[src/hdl/sfpe_regs.svh]
`ifndef SFPE_REGS_SVH
`define SFPE_REGS_SVH

// clock and timing figures
`define SFPE_CLK_MHZ      100
`define SFPE_CLK_NS       10
`define SFPE_T_VCSL_US    70
`define SFPE_T_PUW_MS     20
`define SFPE_T_CS_NS      50

// least times round up, longest times round down
`define SFPE_SEL_DLY_CYC  (`SFPE_T_VCSL_US * `SFPE_CLK_MHZ)
`define SFPE_WR_DLY_CYC   (`SFPE_T_PUW_MS * 1000 * `SFPE_CLK_MHZ)
`define SFPE_CS_HIGH_CYC  ((`SFPE_T_CS_NS + `SFPE_CLK_NS - 1) / `SFPE_CLK_NS)

// host serial clock: core cycles per half period
`define SFPE_SCK_HALF     4'h4
`define SFPE_DIV_ZERO     4'h0
`define SFPE_DIV_ONE      4'h1

// opcodes with a known address layout
`define SFPE_OP_PAGE      8'he8
`define SFPE_OP_BUF       8'hd6

// frame lengths in bits
`define SFPE_HDR_BITS     6'h20
`define SFPE_RD_BITS      6'h28
`define SFPE_BIT_ZERO     6'h00
`define SFPE_BIT_ONE      6'h01

// address field positions
`define SFPE_OP_MSB       31
`define SFPE_OP_LSB       24
`define SFPE_ADDR_MSB     23
`define SFPE_PAGE_MSB     22
`define SFPE_PAGE_LSB     10
`define SFPE_BYTE_MSB     9
`define SFPE_BYTE_LSB     0

// reset values
`define SFPE_MODE_RST     1'b1
`define SFPE_PAGE_NONE    13'h0000
`define SFPE_BYTE_NONE    10'h000
`define SFPE_CNT_ZERO     32'h0000_0000
`define SFPE_CNT_ONE      32'h0000_0001
`define SFPE_DATA_NONE    8'h00
`define SFPE_ADDR_NONE    24'h00_0000
`define SFPE_SH_NONE      40'h00_0000_0000

// shift register bit positions
`define SFPE_HDR_KEEP     30
`define SFPE_DATA_MSB     7
`define SFPE_DATA_KEEP    6
`define SFPE_SH_MSB       39
`define SFPE_SH_KEEP      38

`endif

[src/hdl/sfpe_pkg.sv]
`include "sfpe_regs.svh"

package sfpe_pkg;

    typedef enum logic [1:0] {
        DEV_POR,
        DEV_STANDBY,
        DEV_SHIFT,
        DEV_HOLD
    } sfpe_dev_e;

    typedef enum logic [2:0] {
        HST_POWERUP,
        HST_IDLE,
        HST_SHIFT,
        HST_GAP
    } sfpe_host_e;

    typedef enum logic [1:0] {
        FMT_OTHER,
        FMT_PAGE,
        FMT_BUFFER
    } sfpe_fmt_e;

    function automatic sfpe_fmt_e fmt_of(input logic [7:0] op);
        if (op == `SFPE_OP_PAGE) begin
            return FMT_PAGE;
        end else if (op == `SFPE_OP_BUF) begin
            return FMT_BUFFER;
        end
        return FMT_OTHER;
    endfunction

    function automatic logic [12:0] page_of(input logic [7:0]  op,
                                            input logic [23:0] a);
        if (fmt_of(op) == FMT_PAGE) begin
            return a[`SFPE_PAGE_MSB:`SFPE_PAGE_LSB];
        end
        return `SFPE_PAGE_NONE;
    endfunction

    function automatic logic [9:0] byte_of(input logic [7:0]  op,
                                           input logic [23:0] a);
        if (fmt_of(op) != FMT_OTHER) begin
            return a[`SFPE_BYTE_MSB:`SFPE_BYTE_LSB];
        end
        return `SFPE_BYTE_NONE;
    endfunction

endpackage

[src/hdl/sfpe_spi_if.sv]
interface sfpe_spi_if;
    logic cs_n;
    logic sck;
    logic si;
    logic so_out;
    logic so_oe_n;
    wire  so;

    // released line rests at its pull-up level
    assign so = so_oe_n ? 1'b1 : so_out;

    modport dev  (input cs_n, input sck, input si,
                  output so_out, output so_oe_n);
    modport host (output cs_n, output sck, output si, input so);
endinterface

[src/hdl/sfpe_device.sv]
`include "sfpe_regs.svh"

// What this block does
// - mode 3 after power-up or reset
// - output undriven until data is needed
// - instruction starts only on select fall
// - idle clock at select fall picks mode
// - below threshold: held in reset, ignore all
// - host waits 70 us before selecting
// - host waits 20 ms before writes
// - after power-up sit in standby
// - E8h: don't care, 13 page, 10 byte
// - D6h: 14 don't care, 10 buffer byte
module sfpe_device #(
    parameter int WR_DLY_CYC = `SFPE_WR_DLY_CYC
) (
    input  wire logic          CORE_CLK,
    input  wire logic          ARST_N,
    input  wire logic          POR_ACTIVE,
    input  wire logic          TX_ENABLE,
    input  wire logic [7:0]    TX_DATA,
    output logic               TX_TAKEN,
    output logic               CMD_VALID,
    output logic [7:0]         CMD_OPCODE,
    output logic [23:0]        CMD_ADDR,
    output logic [12:0]        CMD_PAGE,
    output logic [9:0]         CMD_BYTE,
    output sfpe_pkg::sfpe_fmt_e CMD_FMT,
    output logic               MODE3,
    output logic               STANDBY,
    output logic               WRITE_OK,
    sfpe_spi_if.dev            SPI
);

    sfpe_pkg::sfpe_dev_e state;
    logic                cs_q;
    logic                sck_q;
    logic                cs_fall;
    logic                sck_rise;
    logic                sck_fall;
    logic                last_bit;
    logic [5:0]          bit_cnt;
    logic [31:0]         hdr;
    logic [31:0]         next_hdr;
    logic [7:0]          tx;
    logic                tx_live;
    logic [31:0]         wr_cnt;

    // edges of the sampled pins
    assign cs_fall  = cs_q & ~SPI.cs_n;
    assign sck_rise = ~SPI.cs_n & ~sck_q & SPI.sck;
    assign sck_fall = ~SPI.cs_n & sck_q & ~SPI.sck;
    assign last_bit = (bit_cnt == (`SFPE_HDR_BITS - `SFPE_BIT_ONE));
    assign next_hdr = {hdr[`SFPE_HDR_KEEP:0], SPI.si};

    // cs_q clears in reset so a low select is not seen as a fall
    always_ff @(posedge CORE_CLK or negedge ARST_N) begin
        if (!ARST_N) begin
            cs_q  <= 1'b0;
            sck_q <= 1'b0;
        end else if (POR_ACTIVE) begin
            cs_q  <= 1'b0;
            sck_q <= 1'b0;
        end else begin
            cs_q  <= SPI.cs_n;
            sck_q <= SPI.sck;
        end
    end

    always_ff @(posedge CORE_CLK or negedge ARST_N) begin
        if (!ARST_N) begin
            state <= sfpe_pkg::DEV_POR;
        end else if (POR_ACTIVE) begin
            state <= sfpe_pkg::DEV_POR;
        end else begin
            case (state)
                sfpe_pkg::DEV_POR: begin
                    state <= sfpe_pkg::DEV_STANDBY;
                end
                sfpe_pkg::DEV_STANDBY: begin
                    if (cs_fall) begin
                        state <= sfpe_pkg::DEV_SHIFT;
                    end
                end
                sfpe_pkg::DEV_SHIFT: begin
                    if (SPI.cs_n) begin
                        state <= sfpe_pkg::DEV_STANDBY;
                    end else if (sck_rise && last_bit) begin
                        state <= sfpe_pkg::DEV_HOLD;
                    end
                end
                sfpe_pkg::DEV_HOLD: begin
                    if (SPI.cs_n) begin
                        state <= sfpe_pkg::DEV_STANDBY;
                    end
                end
                default: begin
                    state <= sfpe_pkg::DEV_STANDBY;
                end
            endcase
        end
    end

    // clock mode, latched at every select fall
    always_ff @(posedge CORE_CLK or negedge ARST_N) begin
        if (!ARST_N) begin
            MODE3 <= `SFPE_MODE_RST;
        end else if (POR_ACTIVE) begin
            MODE3 <= `SFPE_MODE_RST;
        end else if (cs_fall) begin
            MODE3 <= SPI.sck;
        end
    end

    // header shift register, msb first
    always_ff @(posedge CORE_CLK or negedge ARST_N) begin
        if (!ARST_N) begin
            hdr     <= `SFPE_CNT_ZERO;
            bit_cnt <= `SFPE_BIT_ZERO;
        end else if (POR_ACTIVE || cs_fall) begin
            hdr     <= `SFPE_CNT_ZERO;
            bit_cnt <= `SFPE_BIT_ZERO;
        end else if (state == sfpe_pkg::DEV_SHIFT && sck_rise) begin
            hdr     <= next_hdr;
            bit_cnt <= bit_cnt + `SFPE_BIT_ONE;
        end
    end

    // decoded command, one pulse per complete header
    always_ff @(posedge CORE_CLK or negedge ARST_N) begin
        if (!ARST_N) begin
            CMD_VALID  <= 1'b0;
            CMD_OPCODE <= `SFPE_DATA_NONE;
            CMD_ADDR   <= `SFPE_ADDR_NONE;
            CMD_PAGE   <= `SFPE_PAGE_NONE;
            CMD_BYTE   <= `SFPE_BYTE_NONE;
            CMD_FMT    <= sfpe_pkg::FMT_OTHER;
        end else if (POR_ACTIVE) begin
            CMD_VALID  <= 1'b0;
        end else if (state == sfpe_pkg::DEV_SHIFT && sck_rise
                     && last_bit) begin
            CMD_VALID  <= 1'b1;
            CMD_OPCODE <= next_hdr[`SFPE_OP_MSB:`SFPE_OP_LSB];
            CMD_ADDR   <= next_hdr[`SFPE_ADDR_MSB:0];
            CMD_FMT    <= sfpe_pkg::fmt_of(
                              next_hdr[`SFPE_OP_MSB:`SFPE_OP_LSB]);
            CMD_PAGE   <= sfpe_pkg::page_of(
                              next_hdr[`SFPE_OP_MSB:`SFPE_OP_LSB],
                              next_hdr[`SFPE_ADDR_MSB:0]);
            CMD_BYTE   <= sfpe_pkg::byte_of(
                              next_hdr[`SFPE_OP_MSB:`SFPE_OP_LSB],
                              next_hdr[`SFPE_ADDR_MSB:0]);
        end else begin
            CMD_VALID  <= 1'b0;
        end
    end

    // return data: loaded once the header is in, if asked for
    always_ff @(posedge CORE_CLK or negedge ARST_N) begin
        if (!ARST_N) begin
            tx       <= `SFPE_DATA_NONE;
            tx_live  <= 1'b0;
            TX_TAKEN <= 1'b0;
        end else if (POR_ACTIVE || SPI.cs_n) begin
            tx_live  <= 1'b0;
            TX_TAKEN <= 1'b0;
        end else if (state == sfpe_pkg::DEV_SHIFT && sck_rise
                     && last_bit && TX_ENABLE) begin
            tx       <= TX_DATA;
            tx_live  <= 1'b1;
            TX_TAKEN <= 1'b1;
        end else if (tx_live && sck_fall) begin
            tx       <= {tx[`SFPE_DATA_KEEP:0], tx[`SFPE_DATA_MSB]};
            TX_TAKEN <= 1'b0;
        end else begin
            TX_TAKEN <= 1'b0;
        end
    end

    // output changes on falling clock; released with the select
    always_ff @(posedge CORE_CLK or negedge ARST_N) begin
        if (!ARST_N) begin
            SPI.so_out  <= 1'b0;
            SPI.so_oe_n <= 1'b1;
        end else if (POR_ACTIVE || SPI.cs_n || !tx_live) begin
            SPI.so_out  <= 1'b0;
            SPI.so_oe_n <= 1'b1;
        end else if (sck_fall) begin
            SPI.so_out  <= tx[`SFPE_DATA_MSB];
            SPI.so_oe_n <= 1'b0;
        end
    end

    // write lockout timer from the end of power-on reset
    always_ff @(posedge CORE_CLK or negedge ARST_N) begin
        if (!ARST_N) begin
            wr_cnt   <= `SFPE_CNT_ZERO;
            WRITE_OK <= 1'b0;
        end else if (POR_ACTIVE) begin
            wr_cnt   <= `SFPE_CNT_ZERO;
            WRITE_OK <= 1'b0;
        end else if (wr_cnt != 32'(WR_DLY_CYC)) begin
            wr_cnt   <= wr_cnt + `SFPE_CNT_ONE;
        end else begin
            WRITE_OK <= 1'b1;
        end
    end

    assign STANDBY = (state == sfpe_pkg::DEV_STANDBY);

endmodule // sfpe_device

[src/flat_wrapper.sv]
// flat-port wrapper written by rule: the top's interface ports become plain ports
module sfpe_device_flat 
#(
    parameter int WR_DLY_CYC = `SFPE_WR_DLY_CYC
)
  (CORE_CLK, ARST_N, POR_ACTIVE, TX_ENABLE, TX_DATA, TX_TAKEN, CMD_VALID, CMD_OPCODE, CMD_ADDR, CMD_PAGE, CMD_BYTE, CMD_FMT, MODE3, STANDBY, WRITE_OK, SPI_cs_n, SPI_sck, SPI_si, SPI_so_out, SPI_so_oe_n);
  sfpe_spi_if SPI_i ();
  input  wire logic CORE_CLK;
  input  wire logic ARST_N;
  input  wire logic POR_ACTIVE;
  input  wire logic TX_ENABLE;
  input  wire logic [7:0] TX_DATA;
  output logic TX_TAKEN;
  output logic CMD_VALID;
  output logic [7:0] CMD_OPCODE;
  output logic [23:0] CMD_ADDR;
  output logic [12:0] CMD_PAGE;
  output logic [9:0] CMD_BYTE;
  output sfpe_pkg::sfpe_fmt_e CMD_FMT;
  output logic MODE3;
  output logic STANDBY;
  output logic WRITE_OK;
  input wire logic [$bits(SPI_i.cs_n)-1:0] SPI_cs_n;
  input wire logic [$bits(SPI_i.sck)-1:0] SPI_sck;
  input wire logic [$bits(SPI_i.si)-1:0] SPI_si;
  output wire logic [$bits(SPI_i.so_out)-1:0] SPI_so_out;
  output wire logic [$bits(SPI_i.so_oe_n)-1:0] SPI_so_oe_n;
  assign SPI_i.cs_n = SPI_cs_n;
  assign SPI_i.sck = SPI_sck;
  assign SPI_i.si = SPI_si;
  assign SPI_so_out = SPI_i.so_out;
  assign SPI_so_oe_n = SPI_i.so_oe_n;
  sfpe_device #(.WR_DLY_CYC(WR_DLY_CYC)) u_core (.CORE_CLK(CORE_CLK), .ARST_N(ARST_N), .POR_ACTIVE(POR_ACTIVE), .TX_ENABLE(TX_ENABLE), .TX_DATA(TX_DATA), .TX_TAKEN(TX_TAKEN), .CMD_VALID(CMD_VALID), .CMD_OPCODE(CMD_OPCODE), .CMD_ADDR(CMD_ADDR), .CMD_PAGE(CMD_PAGE), .CMD_BYTE(CMD_BYTE), .CMD_FMT(CMD_FMT), .MODE3(MODE3), .STANDBY(STANDBY), .WRITE_OK(WRITE_OK), .SPI(SPI_i));
endmodule
[config.mk]
export PLATFORM = sky130hd
export DESIGN_NAME = sfpe_device_flat
export DESIGN_NICKNAME = d
export VERILOG_FILES = /design/src/hdl/sfpe_pkg.sv /design/src/hdl/sfpe_spi_if.sv /design/src/hdl/sfpe_device.sv /design/src/flat_wrapper.sv
export VERILOG_INCLUDE_DIRS = /design/src /design/src/hdl
export SDC_FILE = /design/constraint.sdc
export NUM_CORES = 1
export LEC_CHECK = 0
export ABC_CLOCK_PERIOD_IN_PS = 5200
export BUFFER_PORTS_ARGS = -buffer_cell sky130_fd_sc_hd__buf_2
export CORE_MARGIN = 2
export CORE_UTILIZATION = 45
export DETAILED_ROUTE_END_ITERATION = 6
export PLACE_DENSITY = 0.65
export SYNTH_ARGS = -nofsm -noshare
export SYNTH_HDL_FRONTEND = slang
export SYNTH_SLANG_ARGS = --single-unit
[constraint.sdc]
create_clock -name CORE_CLK -period 5.2 [get_ports CORE_CLK]
set_clock_uncertainty 0.1 [all_clocks]
set_input_delay 0.26 -clock CORE_CLK [delete_from_list [all_inputs] [get_ports CORE_CLK]]
set_output_delay 0.26 -clock CORE_CLK [all_outputs]
set_load 0.01 [all_outputs]
==> results.yml <==
setup_path:
  startpoint_type: "flop"
  path_cells: "inv_1 -> ha_1 -> nand4bb_2 -> buf_4 -> or4_4 -> a2111oi_4 -> a22o_1"
  slowest_delay_ns: 0.89
  cp_max_fo: 72
  path_class: "flop to flop"
  crit_arrival_ns: 3.43
  reg2reg_depth: 7
  path_depth: 7
  crit_required_ns: 5.45
  path_delay_family: "simple AND/OR/NAND/NOR gates"
  crit_buf_inv: 2
  slowest_stage: "or4_4"
  crit_path_end_kind: "flop"
global_route:
  grt_pass1_wl_um: 21910
  grtUsageTotal: 0.1869
  first_global_vias: 4455
  grt_max_degree: 87
  gr-total-overflow: 0
  antenna_found_initial: 0
clock_network:
  insertion_delay_ns: 0.42
  htreeDepth: 4
  cts_tree: "yes"
  clk_pin_slew_ns: 0.06
  clock-sinks: 145
  cts_resized: 0
  cts_max_path_buffers: 2
  numCtsBuffers: 17
  root_buffer: "clkbuf_16"
detailed_routing:
  wl_per_cell_um: 15.22
  antenna_left: 0
  viasPerCell: 5.471
  wl_um: 12920
  drt_pass1_iterations: 4
  drt_iter0_markers: 323
  vias: 4645
  drc: 0
pwr:
  max-vdd-ir-drop_v: 0.0002567
  p_clk_frac: 0.472
  leakagePower_nw: 3.415
  power.switching_mw: 0.5189
  p_comb_frac: 0.037
  swShare: 0.2228
  power_density_mw_per_mm2: 314.8
  seqPwrFrac: 0.491
  p_int_mw: 1.810
finish:
  area_growth_pct: 17.23
  insertedDiodeCount: 0
  final_cell_mix: "dfrtp_1, nand2_1, buf_2"
  nets: 680
  layout_commonest_cell: "dfrtp_1"
  instances_no_fill: 849
  drive_gt1_frac: 0.2481
yosys:
  synth-seq-cells: 145
  syn_avg_cell_area_um2: 10.73
  synth-edff-count: 0
  syn_inst: 588
  ys_seq_area_frac: 0.5755
  synth_area_mm2: 0.006310
  synthFlopType: "dfrtp_1"
  syn_nets: 610
  netlist_top_cells_area: "dfrtp_1, nand2_1, mux2_2, a21oi_1, o21ai_0"
  yosysTopAreaCell: "dfrtp_1"
  synth_top_area_share: 0.5671
  synthDistinctLibCells: 46
  async_flop_share: 1.000
  yosys_warnings: 0
job:
  cap_violations: 0
timing:
  hold_viol: 0
  fmax_mhz: 314.2
  fin_crit_ns: 3.182
  slew_headroom: 0.4605
  tightestPinTransition_ns: 0.8093
  layout_setup_ws_ns: 2.018
  finalCritPeriodShare: 0.6120
  maxSlewViolCount: 0
  rsz0062_at_grt: "false"
  fin_setup_tns_ns: 0
  setup_viol: 0
floorplanning:
  fp.dieW_um: 122.4
  ios: 79
  die_area_mm2: 0.01499
  coreArea_mm2: 0.01377
  die_y_um: 122.4
  rows: 43
  start_util: 0.4581
placement:
  place_inst: 817
  post-dp-hpwl_um: 8303
  io_buffers: 78
  dp_slack_ns: 2.035
  gp_congestion: 0.7599
worst_hold_path:
  hold_depth: 2
  min_path_type: "input pin to flop"
outcome:
  outcome: "finished, final reports clean"
==> kinds of logic (layout without fill, tap and decap cells) <==
group,Yosys count,in the layout,synth area share
adder cells (fa/ha/maj),7,7,0.01388
AND/OR/NAND/NOR,221,221,0.1791
XOR/XNOR,15,15,0.02082
multiplexers,36,36,0.06385
AO/OA/AOI/OAI,120,120,0.1194
buffers and inverters,44,125,0.02756
flip-flops,145,145,0.5755
==> synthesized netlist by cell type (5+ instances only) <==
cell type	count
dfrtp_1	143
nand2_1	103
a21oi_1	59
mux2_2	34
clkbuf_1	29
o21ai_0	25
nor2_1	18
nand4_1	17
nand3_1	14
xor2_1	13
inv_1	11
o31ai_1	11
or4_1	11
a22o_1	10
or2_2	10
or3_1	9
and4_1	7
ha_1	7
o221a_2	7
nand2b_1	5
==> registers in the layout, indices dropped and copies added (netlist names) <==
| name | cells |
|---|---|
| u_core.CMD_PAGE | 13 |
| u_core.CMD_BYTE | 10 |
| u_core.bit_cnt | 6 |
| u_core.CMD_OPCODE | 8 |
| u_core.CMD_FMT | 2 |
| u_core.hdr | 31 |
| u_core.MODE3 | 1 |
| u_core.WRITE_OK | 1 |
| u_core.CMD_VALID | 1 |
| u_core.CMD_ADDR | 24 |
| u_core.state | 2 |
| u_core.SPI.so_out | 1 |
| u_core.tx | 8 |
| u_core.TX_TAKEN | 1 |
| u_core.wr_cnt | 32 |
| u_core.SPI.so_oe_n | 1 |
| u_core.sck_q | 1 |
| u_core.tx_live | 1 |
| u_core.cs_q | 1 |
==> worst paths after layout <==
check                                     end  slack (ns)         startpoint
min in group asynchronous        u_core.tx[6]        0.37             ARST_N
min                              u_core.tx[7]        0.03         TX_DATA[7]
min reg2reg                 u_core.CMD_FMT[1]        0.37  u_core.CMD_FMT[1]
max in group asynchronous   u_core.wr_cnt[29]        3.36             ARST_N
max                        u_core.CMD_BYTE[6]        2.02    u_core.state[0]
max reg2reg                u_core.CMD_BYTE[6]        2.02    u_core.state[0]
==> worst register-to-register path, cell delays in order (launching register included) <==
cell and delay [ns]:
dfrtp_1 0.43, inv_1 0.09, ha_1 0.22, nand4bb_2 0.13, buf_4 0.26, or4_4 0.89
a2111oi_4 0.77, a22o_1 0.23
==> cell type report <==
class | count | area, um^2
clock inverters | 10 | 91.34
inverters | 11 | 41.29
multi-input cells | 399 | 2525
clock buffers | 20 | 436.7
fillers | 1281 | 6376
repair buffers | 84 | 446.7
flip-flops and latches | 145 | 3631
well taps | 180 | 225.2
==> power groups by stage <==
stage / sequential, mW / clock [mW] / combinational, mW
5_1_grt: 1.14 / 1.18 / 0.0991
3_3_place_gp: 1.16 / 0 / 0.0829
4_1_cts: 1.14 / 1.13 / 0.0883
6_report: 1.14 / 1.10 / 0.0864
2_1_floorplan: 1.16 / 0 / 0.0411
3_5_place_dp: 1.16 / 0 / 0.0868
==> timing repair <==
action,4_1_cts,5_1_grt
hold endpoints to repair,85,0
endpoints found under the setup margin,0,0
buffers inserted,0,0
hold buffers,2,0
==> metal layers <==
layer | global-route usage | up-vias | share of wire
li1 | - | 2226 | -
met1 | 0.2467 | 2331 | 0.46
met2 | 0.2896 | 77 | 0.48
met3 | 0.06320 | 11 | 0.048
met4 | 0.06322 | 0 | 0.011
met5 | 0 | - | 0
==> metrics by stage <==
stage / area, um^2 / util / hold slack [ns] / power (mW)
after global routing: 7397 / 0.5371 / 0.02284 / 2.422
after detailed placement: 6849 / 0.4973 / 0.2801 / 1.250
after floorplan: 6310 / - / -0.1356 / 1.203
final: 7397 / 0.5371 / 0.02767 / 2.329
after global placement: 6849 / 0.4973 / 0.2790 / 1.245
after CTS: 7397 / 0.5371 / 0.01030 / 2.361
Note: power is estimated with default switching activity, not from simulation.
